`src/rtl/motor_seq_pkg.sv`:
```
package motor_seq_pkg;

   // Register byte addresses
   localparam logic [7:0] CONFIG_ADDR = 8'h00;
   localparam logic [7:0] LOCK_LEVEL_ADDR = 8'h04;
   localparam logic [7:0] STATUS_ADDR = 8'h08;
   localparam logic [7:0] LIMITS_ADDR = 8'h0C;

   // Configuration field positions
   localparam int CFG_SOFT_STOP_BIT = 3;
   localparam int CFG_CURRENT_START_BIT = 2;
   localparam int CFG_SENSOR_CAL_BIT = 1;
   localparam int CFG_AUTO_RESTART_BIT = 0;
   localparam int CFG_W = 4;

   // Status field positions
   localparam int STAT_STATE_LSB = 0;
   localparam int STAT_CLOSED_LOOP_BIT = 4;
   localparam int STAT_LOCK_FAULT_BIT = 5;
   localparam int STAT_COUNT_LSB = 8;

   // Reset values
   localparam logic [CFG_W-1:0] CONFIG_RESET = 4'h0;
   localparam logic [15:0] LOCK_LEVEL_RESET = 16'h7000;

   // Timing: hold times in ns, cycle counts derived at 125 MHz
   localparam int CLK_PERIOD_NS = 8;
   localparam int SENSOR_RESET_NS = 1000;
   localparam int RESTART_HOLD_NS = 1000;
   localparam int SENSOR_RESET_CYCLES = (SENSOR_RESET_NS + CLK_PERIOD_NS - 1) / CLK_PERIOD_NS;
   localparam int RESTART_HOLD_CYCLES = (RESTART_HOLD_NS + CLK_PERIOD_NS - 1) / CLK_PERIOD_NS;
   localparam int HOLD_CNT_W = 8;
   localparam int LOCK_PERIODS = 100;

   // AXI response codes
   localparam logic [1:0] RESP_OKAY = 2'b00;
   localparam logic [1:0] RESP_SLVERR = 2'b10;

   typedef enum logic [2:0] {
      ST_IDLE,
      ST_SENSOR_CAL,
      ST_ADC_CAL,
      ST_RUN,
      ST_RESTART,
      ST_STOP,
      ST_FAULT
   } seq_state_e;

endpackage

```
`src/rtl/lock_check_if.sv`:
```
`timescale 1ns/1ps
interface lock_check_if #(
   parameter int W = 16
);
   logic enable;
   logic period_done;
   logic signed [W-1:0] q_voltage;
   logic [W-1:0] level;
   logic lock;

   modport seq (output enable, output period_done, output q_voltage, output level, input lock);
   modport det (input enable, input period_done, input q_voltage, input level, output lock);
endinterface

```
`src/rtl/rise_detect.sv`:
```
`timescale 1ns/1ps
module rise_detect #(
   parameter int N = 2
) (
   input wire logic core_clk_i,   // System clock
   input wire logic nrst_i,       // Async reset, active low
   input wire logic [N-1:0] sig_i, // Same-clock levels
   output logic [N-1:0] rise_o    // One-cycle rise pulses
);
   logic [N-1:0] prev_q;

   for (genvar i = 0; i < N; i++) begin : g_bit
      always_ff @(posedge core_clk_i or negedge nrst_i) begin
         if (!nrst_i) begin
            prev_q[i] <= 1'b0;
         end else begin
            prev_q[i] <= sig_i[i];
         end
      end
      assign rise_o[i] = sig_i[i] & ~prev_q[i];
   end
endmodule

```
`src/rtl/rotor_lock_detect.sv`:
```
`timescale 1ns/1ps
module rotor_lock_detect
   import motor_seq_pkg::*;
#(
   parameter int W = 16,
   parameter int PERIODS = LOCK_PERIODS
) (
   input wire logic core_clk_i, // System clock
   input wire logic nrst_i,     // Async reset, active low
   lock_check_if.det chk        // Lock check channel
);
   localparam int CW = $clog2(PERIODS + 1);
   localparam logic [CW-1:0] LAST = CW'(PERIODS - 1);
   logic [CW-1:0] cnt_q;
   logic lock_q;

   function automatic logic [W-1:0] magnitude(input logic signed [W-1:0] v);
      magnitude = v[W-1] ? W'(-v) : W'(v);
   endfunction

   // Saturated |vq| held for many loop periods means the rotor does not follow
   always_ff @(posedge core_clk_i or negedge nrst_i) begin
      if (!nrst_i) begin
         cnt_q <= '0;
         lock_q <= 1'b0;
      end else begin
         lock_q <= 1'b0;
         if (!chk.enable) begin
            cnt_q <= '0;
         end else if (chk.period_done) begin
            if (magnitude(chk.q_voltage) >= chk.level) begin
               if (cnt_q == LAST) begin
                  lock_q <= 1'b1;
                  cnt_q <= '0;
               end else begin
                  cnt_q <= cnt_q + CW'(1);
               end
            end else begin
               cnt_q <= '0;
            end
         end
      end
   end

   assign chk.lock = lock_q;
endmodule

```
`src/rtl/motor_control_sequencer.sv`:
```
// Overview of operation
// - Start and stop requests drive sequences
// - Closed-loop flag while reference meets threshold
// - Watch q-axis voltage for rotor lock
// - Rotor lock restarts motor from zero
// - Count restarts; fault when limit reached
// - Issue ADC start-conversion rising-edge pulse
// - Enable current loops only when running
// - Drive PWM enable output
// - PWM enable follows operating state
// - Halted level while motor not running
// - Sensor reset output starts sensor calibration
// - Fault input forces fault state, motor stopped
// - Fault release rise, fault low, goes idle
// - Start on rising edge of request
// - Decode soft stop, startup, calibration, auto restart
`timescale 1ns/1ps
module motor_control_sequencer
   import motor_seq_pkg::*;
#(
   parameter int W = 16,
   parameter int RESTART_W = 8
) (
   input wire logic core_clk_i, // System clock, 125 MHz
   input wire logic nrst_i, // Async reset, active low
   input wire logic fault_i, // Fault level
   input wire logic start_motor_i, // Start request, rise acts
   input wire logic stop_motor_i, // Stop request level
   input wire logic fault_release_i, // Fault clear, rise acts
   input wire logic calib_done_i, // ADC offset ready level
   input wire logic pwm_midmatch_i, // PWM mid-period pulse
   input wire logic foc_done_i, // Loop computation done pulse
   input wire logic signed [W-1:0] speed_ref_i, // Speed reference
   input wire logic signed [W-1:0] closed_loop_threshold_speed_i, // Closed-loop threshold
   input wire logic signed [W-1:0] q_axis_voltage_i, // Current PI q output
   input wire logic [RESTART_W-1:0] restart_limit_i, // Max auto restarts
   output logic adc_start_o, // ADC start pulse
   output logic closed_loop_active_o, // Closed-loop status
   output logic current_loop_enable_o, // Current PI enable
   output logic pwm_enable_o, // PWM block enable
   output logic motor_halted_o, // Motor not running
   output logic sensor_reset_o, // Sensor reset/calibrate
   output logic soft_stop_o, // Soft stop to rate limiter
   output logic current_startup_o, // Startup mode: 1 C/f, 0 V/f
   input wire logic [7:0] s_axi_awaddr, // Write address
   input wire logic s_axi_awvalid, // Write address valid
   output logic s_axi_awready, // Write address ready
   input wire logic [31:0] s_axi_wdata, // Write data
   input wire logic [3:0] s_axi_wstrb, // Write strobes
   input wire logic s_axi_wvalid, // Write data valid
   output logic s_axi_wready, // Write data ready
   output logic [1:0] s_axi_bresp, // Write response
   output logic s_axi_bvalid, // Write response valid
   input wire logic s_axi_bready, // Write response ready
   input wire logic [7:0] s_axi_araddr, // Read address
   input wire logic s_axi_arvalid, // Read address valid
   output logic s_axi_arready, // Read address ready
   output logic [31:0] s_axi_rdata, // Read data
   output logic [1:0] s_axi_rresp, // Read response
   output logic s_axi_rvalid, // Read data valid
   input wire logic s_axi_rready // Read data ready
);

   seq_state_e state_q, state_d;
   logic [CFG_W-1:0] config_q;
   logic [W-1:0] lock_level_q;
   logic [RESTART_W-1:0] restart_cnt_q;
   logic [HOLD_CNT_W-1:0] hold_cnt_q;
   logic lock_fault_q;
   logic start_rise, release_rise;
   logic [1:0] rises;
   logic hold_done;
   logic running_d;

   logic aw_full_q, w_full_q;
   logic [7:0] waddr_q;
   logic [31:0] wdata_q;
   logic [3:0] wstrb_q;
   logic write_go;

   lock_check_if #(.W(W)) chk ();

   rise_detect #(.N(2)) u_rise (
      .core_clk_i(core_clk_i),
      .nrst_i(nrst_i),
      .sig_i({fault_release_i, start_motor_i}),
      .rise_o(rises)
   );
   assign start_rise = rises[0];
   assign release_rise = rises[1];

   rotor_lock_detect #(.W(W)) u_lock (
      .core_clk_i(core_clk_i),
      .nrst_i(nrst_i),
      .chk(chk)
   );
   assign chk.enable = (state_q == ST_RUN);
   assign chk.period_done = foc_done_i;
   assign chk.q_voltage = q_axis_voltage_i;
   assign chk.level = lock_level_q;

   function automatic logic [31:0] merge_strb(input logic [31:0] old, input logic [31:0] data,
                                              input logic [3:0] strb);
      for (int b = 0; b < 4; b++) begin
         old[8*b +: 8] = strb[b] ? data[8*b +: 8] : old[8*b +: 8];
      end
      merge_strb = old;
   endfunction

   function automatic logic addr_known(input logic [7:0] a);
      addr_known = (a == CONFIG_ADDR) || (a == LOCK_LEVEL_ADDR) || (a == STATUS_ADDR) ||
                   (a == LIMITS_ADDR);
   endfunction

   assign hold_done = (hold_cnt_q == '0);

   // Sequencing state machine
   always_comb begin
      state_d = state_q;
      unique case (state_q)
         ST_IDLE: begin
            if (start_rise && !stop_motor_i) begin
               state_d = config_q[CFG_SENSOR_CAL_BIT] ? ST_SENSOR_CAL : ST_ADC_CAL;
            end
         end
         ST_SENSOR_CAL: begin
            if (hold_done) begin
               state_d = ST_ADC_CAL;
            end
         end
         ST_ADC_CAL: begin
            if (calib_done_i) begin
               state_d = ST_RUN;
            end
         end
         ST_RUN: begin
            if (chk.lock) begin
               if (config_q[CFG_AUTO_RESTART_BIT] && restart_cnt_q < restart_limit_i) begin
                  state_d = ST_RESTART;
               end else begin
                  state_d = ST_FAULT;
               end
            end
         end
         ST_RESTART: begin
            if (hold_done) begin
               state_d = ST_RUN;
            end
         end
         ST_STOP: begin
            // Soft stop waits for the rate limiter to bring the reference to zero
            if (!config_q[CFG_SOFT_STOP_BIT] || speed_ref_i == '0) begin
               state_d = ST_IDLE;
            end
         end
         ST_FAULT: begin
            if (release_rise && !fault_i) begin
               state_d = ST_IDLE;
            end
         end
      endcase
      if (stop_motor_i && state_q inside {ST_SENSOR_CAL, ST_ADC_CAL, ST_RUN, ST_RESTART}) begin
         state_d = ST_STOP;
      end
      if (fault_i) begin
         state_d = ST_FAULT;
      end
   end

   always_ff @(posedge core_clk_i or negedge nrst_i) begin
      if (!nrst_i) begin
         state_q <= ST_IDLE;
      end else begin
         state_q <= state_d;
      end
   end

   // Hold timer for sensor reset and restart pause
   always_ff @(posedge core_clk_i or negedge nrst_i) begin
      if (!nrst_i) begin
         hold_cnt_q <= '0;
      end else if (state_d != state_q) begin
         if (state_d == ST_SENSOR_CAL) begin
            hold_cnt_q <= HOLD_CNT_W'(SENSOR_RESET_CYCLES - 1);
         end else if (state_d == ST_RESTART) begin
            hold_cnt_q <= HOLD_CNT_W'(RESTART_HOLD_CYCLES - 1);
         end else begin
            hold_cnt_q <= '0;
         end
      end else if (!hold_done) begin
         hold_cnt_q <= hold_cnt_q - HOLD_CNT_W'(1);
      end
   end

   // Restart count lives across restarts; a fresh start or a fault release clears it
   always_ff @(posedge core_clk_i or negedge nrst_i) begin
      if (!nrst_i) begin
         restart_cnt_q <= '0;
         lock_fault_q <= 1'b0;
      end else begin
         if (state_q == ST_RUN && state_d == ST_RESTART) begin
            restart_cnt_q <= restart_cnt_q + RESTART_W'(1);
         end else if ((state_q == ST_IDLE && state_d != ST_IDLE) ||
                      (state_q == ST_FAULT && state_d == ST_IDLE)) begin
            restart_cnt_q <= '0;
         end
         if (state_q == ST_RUN && chk.lock && state_d == ST_FAULT) begin
            lock_fault_q <= 1'b1;
         end else if (state_q == ST_FAULT && state_d == ST_IDLE) begin
            lock_fault_q <= 1'b0;
         end
      end
   end

   // Motor counts as running while PWM drives it, including a soft stop ramp
   assign running_d = (state_d == ST_RUN) ||
                      (state_d == ST_STOP && config_q[CFG_SOFT_STOP_BIT]);

   always_ff @(posedge core_clk_i or negedge nrst_i) begin
      if (!nrst_i) begin
         pwm_enable_o <= 1'b0;
         current_loop_enable_o <= 1'b0;
         motor_halted_o <= 1'b1;
         sensor_reset_o <= 1'b0;
         soft_stop_o <= 1'b0;
      end else begin
         pwm_enable_o <= running_d;
         current_loop_enable_o <= running_d;
         motor_halted_o <= !running_d;
         sensor_reset_o <= (state_d == ST_SENSOR_CAL);
         soft_stop_o <= (state_d == ST_STOP) && config_q[CFG_SOFT_STOP_BIT];
      end
   end

   // ADC is triggered during offset calibration, while running and in the stop state
   always_ff @(posedge core_clk_i or negedge nrst_i) begin
      if (!nrst_i) begin
         adc_start_o <= 1'b0;
      end else begin
         adc_start_o <= pwm_midmatch_i && (state_q inside {ST_ADC_CAL, ST_RUN, ST_STOP});
      end
   end

   always_ff @(posedge core_clk_i or negedge nrst_i) begin
      if (!nrst_i) begin
         closed_loop_active_o <= 1'b0;
         current_startup_o <= 1'b0;
      end else begin
         closed_loop_active_o <= (speed_ref_i >= closed_loop_threshold_speed_i);
         current_startup_o <= config_q[CFG_CURRENT_START_BIT];
      end
   end

   // AXI4-Lite write: address and data accepted in either order
   assign write_go = aw_full_q && w_full_q && !s_axi_bvalid;

   always_ff @(posedge core_clk_i or negedge nrst_i) begin
      if (!nrst_i) begin
         aw_full_q <= 1'b0;
         waddr_q <= '0;
         s_axi_awready <= 1'b0;
      end else if (s_axi_awvalid && s_axi_awready) begin
         aw_full_q <= 1'b1;
         waddr_q <= s_axi_awaddr;
         s_axi_awready <= 1'b0;
      end else begin
         if (write_go) begin
            aw_full_q <= 1'b0;
         end
         s_axi_awready <= !aw_full_q && !s_axi_bvalid;
      end
   end

   always_ff @(posedge core_clk_i or negedge nrst_i) begin
      if (!nrst_i) begin
         w_full_q <= 1'b0;
         wdata_q <= '0;
         wstrb_q <= '0;
         s_axi_wready <= 1'b0;
      end else if (s_axi_wvalid && s_axi_wready) begin
         w_full_q <= 1'b1;
         wdata_q <= s_axi_wdata;
         wstrb_q <= s_axi_wstrb;
         s_axi_wready <= 1'b0;
      end else begin
         if (write_go) begin
            w_full_q <= 1'b0;
         end
         s_axi_wready <= !w_full_q && !s_axi_bvalid;
      end
   end

   always_ff @(posedge core_clk_i or negedge nrst_i) begin
      if (!nrst_i) begin
         s_axi_bvalid <= 1'b0;
         s_axi_bresp <= RESP_OKAY;
      end else if (write_go) begin
         s_axi_bvalid <= 1'b1;
         s_axi_bresp <= addr_known(waddr_q) ? RESP_OKAY : RESP_SLVERR;
      end else if (s_axi_bready) begin
         s_axi_bvalid <= 1'b0;
      end
   end

   // Status and limits are read-only; writes to them are accepted and dropped
   always_ff @(posedge core_clk_i or negedge nrst_i) begin
      if (!nrst_i) begin
         config_q <= CONFIG_RESET;
         lock_level_q <= LOCK_LEVEL_RESET;
      end else if (write_go) begin
         if (waddr_q == CONFIG_ADDR) begin
            config_q <= CFG_W'(merge_strb(32'(config_q), wdata_q, wstrb_q));
         end
         if (waddr_q == LOCK_LEVEL_ADDR) begin
            lock_level_q <= W'(merge_strb(32'(lock_level_q), wdata_q, wstrb_q));
         end
      end
   end

   // AXI4-Lite read
   always_ff @(posedge core_clk_i or negedge nrst_i) begin
      if (!nrst_i) begin
         s_axi_arready <= 1'b0;
         s_axi_rvalid <= 1'b0;
         s_axi_rdata <= '0;
         s_axi_rresp <= RESP_OKAY;
      end else if (s_axi_arvalid && s_axi_arready) begin
         s_axi_arready <= 1'b0;
         s_axi_rvalid <= 1'b1;
         s_axi_rresp <= addr_known(s_axi_araddr) ? RESP_OKAY : RESP_SLVERR;
         s_axi_rdata <= '0;
         unique case (s_axi_araddr)
            CONFIG_ADDR: begin
               s_axi_rdata <= 32'(config_q);
            end
            LOCK_LEVEL_ADDR: begin
               s_axi_rdata <= 32'(lock_level_q);
            end
            STATUS_ADDR: begin
               s_axi_rdata[STAT_STATE_LSB +: 3] <= state_q;
               s_axi_rdata[STAT_CLOSED_LOOP_BIT] <= closed_loop_active_o;
               s_axi_rdata[STAT_LOCK_FAULT_BIT] <= lock_fault_q;
               s_axi_rdata[STAT_COUNT_LSB +: RESTART_W] <= restart_cnt_q;
            end
            LIMITS_ADDR: begin
               s_axi_rdata <= 32'(restart_limit_i);
            end
            default: begin
               s_axi_rdata <= '0;
            end
         endcase
      end else if (s_axi_rvalid) begin
         if (s_axi_rready) begin
            s_axi_rvalid <= 1'b0;
         end
      end else begin
         s_axi_arready <= 1'b1;
      end
   end

endmodule

```
`config.mk`:
```
export PLATFORM = sky130hd
export DESIGN_NAME = motor_control_sequencer
export DESIGN_NICKNAME = d
export VERILOG_FILES = /design/src/rtl/motor_seq_pkg.sv /design/src/rtl/lock_check_if.sv /design/src/rtl/rise_detect.sv /design/src/rtl/rotor_lock_detect.sv /design/src/rtl/motor_control_sequencer.sv
export SDC_FILE = /design/constraint.sdc
export NUM_CORES = 1
export LEC_CHECK = 0
export ABC_AREA = 1
export BUFFER_PORTS_ARGS = -buffer_cell sky130_fd_sc_hd__clkbuf_2
export CORE_ASPECT_RATIO = 1.75
export CORE_UTILIZATION = 40
export DETAILED_ROUTE_END_ITERATION = 6
export REMOVE_ABC_BUFFERS = 1
export SLEW_MARGIN = 10
export SYNTH_ARGS = -nofsm -noshare
export SYNTH_HDL_FRONTEND = slang
export SYNTH_SLANG_ARGS = --single-unit
```
`constraint.sdc`:
```
create_clock -name core_clk_i -period 2.15 [get_ports core_clk_i]
set_input_delay 0.1075 -clock core_clk_i [delete_from_list [all_inputs] [get_ports core_clk_i]]
set_output_delay 0.1075 -clock core_clk_i [all_outputs]
set_load 0.01 [all_outputs]
```
-- Word-level counts from Yosys, hierarchy flattened
Index checks and enable logic that the tools add are counted.
- bits in registers: 110
- input bits: 122
- output and inout port bits: 49
- word-level logic and storage cells: 163
- add/sub/neg operators: 4
- magnitude comparators: 3
- equal/unequal tests: 22
- mux-type cells: 48
- bitwise logic cells: 4
- reduce and logical (&&, ||, !) cells: 51
- operators by type and width (operator ; count):
    7-bit 2-to-1 mux ; 6
    8-bit by 4-bit equality test with 1-bit output (second input constant) ; 4
    16-bit >= comparator ; 2
    8-bit 2-to-1 mux ; 4
    3-bit 2-to-1 mux ; 9
    8-bit zero test ; 3
    3-bit one-hot mux with 7 select lines ; 1
    3-bit equality test (second input constant) ; 6
    1-bit logical AND ; 18
    1-bit 2-to-1 mux ; 18
    8-bit by 3-bit equality test with 1-bit output (second input constant) ; 2
    16-bit zero test ; 1
    16-bit 2-to-1 mux ; 1
    16-bit negator ; 1
    8-bit one-hot mux with 2 select lines ; 1
    3-bit one-hot mux with 4 select lines ; 1
    2-bit nonzero test ; 5
    3-bit by 2-bit equality test with 1-bit output (second input constant) ; 3
    1-bit logical OR ; 9
    3-bit AND reduction ; 3
    8-bit by 1-bit adder with 8-bit output (second input constant) ; 1
    8-bit less-than comparator ; 1
    2-bit 2-to-1 mux ; 4
    8-bit by 1-bit subtractor with 8-bit output (second input constant) ; 1
    other kinds (15) ; 27

-- Logic depth before layout (Yosys ltp)
- depth after elaboration: 12
- mapped depth: 18
- depth with buffers taken out: 18

-- Hierarchy
From an unflattened synthesis, not the netlist that was laid out.
- cell total of the unflattened synthesis: 859
- area, all modules: 6587.6 um^2
- modules (own cells, without submodules) (module ; instances ; cells each ; area each (um^2) ; sequential area each (um^2)):
    motor_control_sequencer ; 1 ; 649 ; 5280.1 ; 2457.4
    rotor_lock_detect ; 1 ; 204 ; 1237.4 ; 200.2
    rise_detect ; 1 ; 6 ; 70.1 ; 50.0

-- Least setup slack after synthesis
OpenSTA, ideal clock, no wires.
- path type: input port to flip-flop
- start: input q_axis_voltage_i[0]
- end: register u_lock.cnt_q[1]
- setup time: 0.083 ns
- arrival: 2.394 ns
- slack: -0.327 ns
- stages on the path: 18
- buffers on the path: 0
- path through: inv_1 ha_1 inv_1 nor3_1 nand3_1 nor3_1 nand3_1 o31ai_1 xnor2_1 ha_1 nand2_1 inv_1 nand3_1 nor3_1 nand2_1 nand3_1 nand3_1 o21ai_0
- cells in the longest elaborated chain, start to end: 6
- ends and longest elaborated chain (item ; line ; source):
    start, declared ; motor_control_sequencer.sv:35 ; input wire logic signed [W-1:0] q_axis_voltage_i,
    16-bit negator ; rotor_lock_detect.sv:18 ; magnitude = v[W-1] ? W'(-v) : W'(v);
    16-bit 2-to-1 mux (*) ; rotor_lock_detect.sv:18 ;
    16-bit >= comparator (*) ; rotor_lock_detect.sv:31 ; if (magnitude(chk.q_voltage) >= chk.level) begin
    7-bit 2-to-1 mux (*) ; rotor_lock_detect.sv:31 ;
    7-bit 2-to-1 mux (*) ; rotor_lock_detect.sv:30 ; end else if (chk.period_done) begin
    7-bit 2-to-1 mux (*) ; rotor_lock_detect.sv:28 ; if (!chk.enable) begin
    end signal, assigned ; rotor_lock_detect.sv:36 ; cnt_q <= cnt_q + CW'(1);
    end, declared ; rotor_lock_detect.sv:14 ; logic [CW-1:0] cnt_q;
Mark *: on every way between the ends. The rest lies on a longest branch, timed or not. The select of a mux whose other input is x is not followed.
A chain may end at the register's enable or synchronous reset.

-- Final worst setup path
- start: register state_q[1]
- end: register restart_cnt_q[6]
- cells in the longest elaborated chain, start to end: 9
- ends and longest elaborated chain (item ; line ; source):
    start, declared ; motor_control_sequencer.sv:64 ; seq_state_e state_q, state_d;
    start signal, assigned ; motor_control_sequencer.sv:174 ; state_q <= state_d;
    3-bit by 1-bit equality test with 1-bit output, or another cell as far along ; motor_control_sequencer.sv:120, motor_control_sequencer.sv:162 ;
    4-bit nonzero test ; motor_control_sequencer.sv:162 ; if (stop_motor_i && state_q inside {ST_SENSOR_CAL, ST_ADC_CAL, ST_RUN, ST_RESTART}) begin
    1-bit logical AND ; motor_control_sequencer.sv:162 ;
    3-bit 2-to-1 mux ; motor_control_sequencer.sv:162 ;
    3-bit 2-to-1 mux ; motor_control_sequencer.sv:165 ; if (fault_i) begin
    3-bit nonzero test or 3-bit zero test (tied branches) ; motor_control_sequencer.sv:203, motor_control_sequencer.sv:204 ;
    1-bit logical AND (on tied branches) ; motor_control_sequencer.sv:203, motor_control_sequencer.sv:204 ;
    1-bit logical OR ; motor_control_sequencer.sv:203 ; end else if ((state_q == ST_IDLE && state_d != ST_IDLE) ||
    2-bit nonzero test (no line) ; - ;
    end signal, assigned ; motor_control_sequencer.sv:202 ; restart_cnt_q <= restart_cnt_q + RESTART_W'(1);
    end, declared ; motor_control_sequencer.sv:67 ; logic [RESTART_W-1:0] restart_cnt_q;
Parallel ways exist; a longest one is shown, timed or not.

==> flow_summary.ini <==
[outcome]
status = finished with violations
violations = setup timing

[floorplanning]
dieWidth_um = 98.70
ioPinCount = 171
die_h_um = 171.2
dieArea_um2 = 16900
start_util = 0.4103
row_count = 61
core_um2 = 15950

[clock_tree]
clk_latency_ps = 350
path_clk_slew_ps = 80
tritoncts = built
numCtsBuffers = 9
clockBufferDepth = 2
htreeDepth = 3
cts-root-buf = clkbuf_16
clkSinkCount = 108

[final_layout]
multi_input_area_um2 = 3502
fillers = 1530
final_util = 0.5348
n_antenna_cell = 0
ff_latch_area_um2 = 2710
nNetsFinal = 1163
drive_gt1_frac = 0.3034
syn_to_final_growth_pct = 30.34

[detailed_routing]
routedWlPerCell_um = 14.15
drcViolationCount = 0
via_per_inst = 4.978
totalWireLength_um = 16860
ant_nets = 0
drt-initial-drc-count = 227
vias = 5929
drt-pass1-iter-count = 4

[yosys]
synth.largest_area_cell = dfrtp_1
avgSynthCellArea_um2 = 8.264
ys_seq_area_frac = 0.4137
synth_edf_count = 0
yosysTopAreaCellShare = 0.3976
synth_cells = 792
yosysMostFrequentCell = nand2_1
synth_cell_types = 52
synth_area_leaders = dfrtp_1, ha_1, nand2_1, inv_1, a21oi_1
ys_seq_elements = 108
synthFlopType = dfrtp_1
async_reset_ff_frac = 1.000
syn_area_um2 = 6545
yosys_warnings = 0
netlist_top_cells_count = nand2_1, inv_1, dfrtp_1

[worst_setup_path]
crit_slowest_cell = dfrtp_2
cp_max_fo = 7
ff2ff_path_depth = 11
cp-start-kind = flip-flop
criticalPathCategory = reg -> reg
crit_required_ps = 2390
cpPeakStageDelay_ps = 480
critPathArrivalTime_ps = 2400
path_cells = inv_4, nor3_4, o21ai_1, nand4_1, a21oi_1, nand2_2, a21oi_4, nand4_4, buf_6, nand4_1, nand2_1
crit_top_cell = nand4_1
critPathCaptureType = flip-flop

[global_routing]
grt_pass1_wl_um = 27820
antenna_found_initial = 0
grt_pass1_vias = 5994
track_usage = 0.2093
grt_max_degree = 74
grt-ovfl-total = 0

[pwr]
p_leak_nw = 4.366
vdd_drop_max_mv = 0.4669
p_per_area_nw_per_um2 = 1030

[flow_run]
max_cap_violations = 0

[timing]
rsz0062_at_grt = yes
maxSlewViolCount = 0
period_share = 1.005
relSlewSlack = 0.5702
setup_ws_ps = -9.726
whs_ps = 4.262
tightest_slew_ps = 638.8
finalHoldViolations = 0
period_needed_ps = 2160
max_freq_ghz = 0.4630
skew_ps = 13.13
setup_viol = 1

[worst_hold_path]
min_path_type = in -> reg
min_path_cells = 3

[placement]
io_buffers = 134
globalplace.congestion = 0.8622
pre_cts_ws_ps = -859.5
hpwlAfterDp_um = 13260
[routing by layer]
metal / global-route usage / up-vias / part of all wire
met5: 0 / - / 0
met4: 0.09150 / 0 / 0.038
met3: 0.03332 / 37 / 0.039
met2: 0.3962 / 165 / 0.53
met1: 0.2282 / 2754 / 0.39
li1: - / 2973 / -
[cell families (layout without fill, tap and decap cells)]
logic type | after synthesis | count (layout) | synth area share
compound gates | 134 | 134 | 0.1151
mux | 10 | 10 | 0.01721
flops | 108 | 108 | 0.4137
other cells | 1 | 18 | 0.0005730
xor+xnor | 26 | 26 | 0.03479
buf+inv | 147 | 339 | 0.09902
simple gates | 322 | 323 | 0.2355
fa+ha+maj | 44 | 44 | 0.08411
[report_power, final]
part | internal (mW) | leakage (nW) | switching [mW]
clock | 0.841 | 0.152 | 0.873
combinational | 1.60 | 2.88 | 2.34
sequential | 2.70 | 1.34 | 0.429
total | 5.15 | 4.37 | 3.64
[area by class of cell]
type / count / area share
clock inverter: 7 / 0.01041
inverter: 114 / 0.05163
sequential: 108 / 0.3177
clock buffer: 9 / 0.02640
tap: 189 / 0.02772
timing repair buffer: 209 / 0.1556
multi-input combinational: 555 / 0.4105
[flip-flops by register name, indices dropped and copies added, names as in the netlist, 2 cells and up]
signal	cells
chk.level	16
s_axi_rdata	16
wdata_q	16
hold_cnt_q	8
restart_cnt_q	8
waddr_q	8
u_lock.cnt_q	7
config_q	4
state_q	3
u_rise.prev_q	2
wstrb_q	2
[what timing repair did]
| action | 4_1_cts | 5_1_grt |
|---|---|---|
| gates resized for setup | 23 | 48 |
| gates cloned | 0 | 1 |
| setup buffers | 2 | 6 |
| hold endpoints to repair | 121 | 1 |
| pin swaps | 4 | 20 |
| hold buffers | 18 | 1 |
| endpoints found under the setup margin | 8 | 25 |
[stage by stage]
stage               setup TNS, ps  instances  power, mW  cell area, um2
CTS                             0       1183      8.522            8282
floorplan                   -2141        776      5.481            6399
finish                     -9.726       1191      8.791            8531
global placement            -6029       1147      6.669            7681
global route                -2514       1191      9.468            8531
detailed placement          -6396       1147      6.715            7681
[layout by cell type (no fill, tap or decap), types with 8 or more instances in the layout]
cell and count:
nand2_1 138, clkbuf_2 130, dfrtp_1 102, inv_1 99, nor2_1 73, a21oi_1 58
buf_4 52, ha_1 43, o21ai_0 41, nand3_1 23, dlygate4sd3_1 19, xor2_1 18
conb_1 18, nand4_1 16, inv_2 11, nor3_1 11, mux2_2 10, nand2_2 9
clkbuf_16 9, nand3_2 8, xnor2_1 8
[worst max-delay path: cells and delay by family (launching register included)]
kind	cells	cell delay, ps
AO/OA/AOI/OAI	3	620
buffers and inverters	2	310
AND/OR/NAND/NOR	6	630
flip-flops	1	480
[final timing paths]
check	start	endpoint	slack [ps]
worst min register to register	chk.level[1]$_DFFE_PN0P_	chk.level[1]$_DFFE_PN0P_	490
worst max-delay path	state_q[1]$_DFF_PN0_	restart_cnt_q[6]$_DFFE_PN0P_	-10
max in group asynchronous	nrst_i	chk.level[5]$_DFFE_PN0P_	1370
worst max register to register	state_q[1]$_DFF_PN0_	restart_cnt_q[6]$_DFFE_PN0P_	-10
worst min-delay path	s_axi_wdata[10]	wdata_q[10]$_DFFE_PN0P_	4
min in group asynchronous	nrst_i	restart_cnt_q[4]$_DFFE_PN0P_	150
Note: power is estimated with default switching activity, not from simulation.
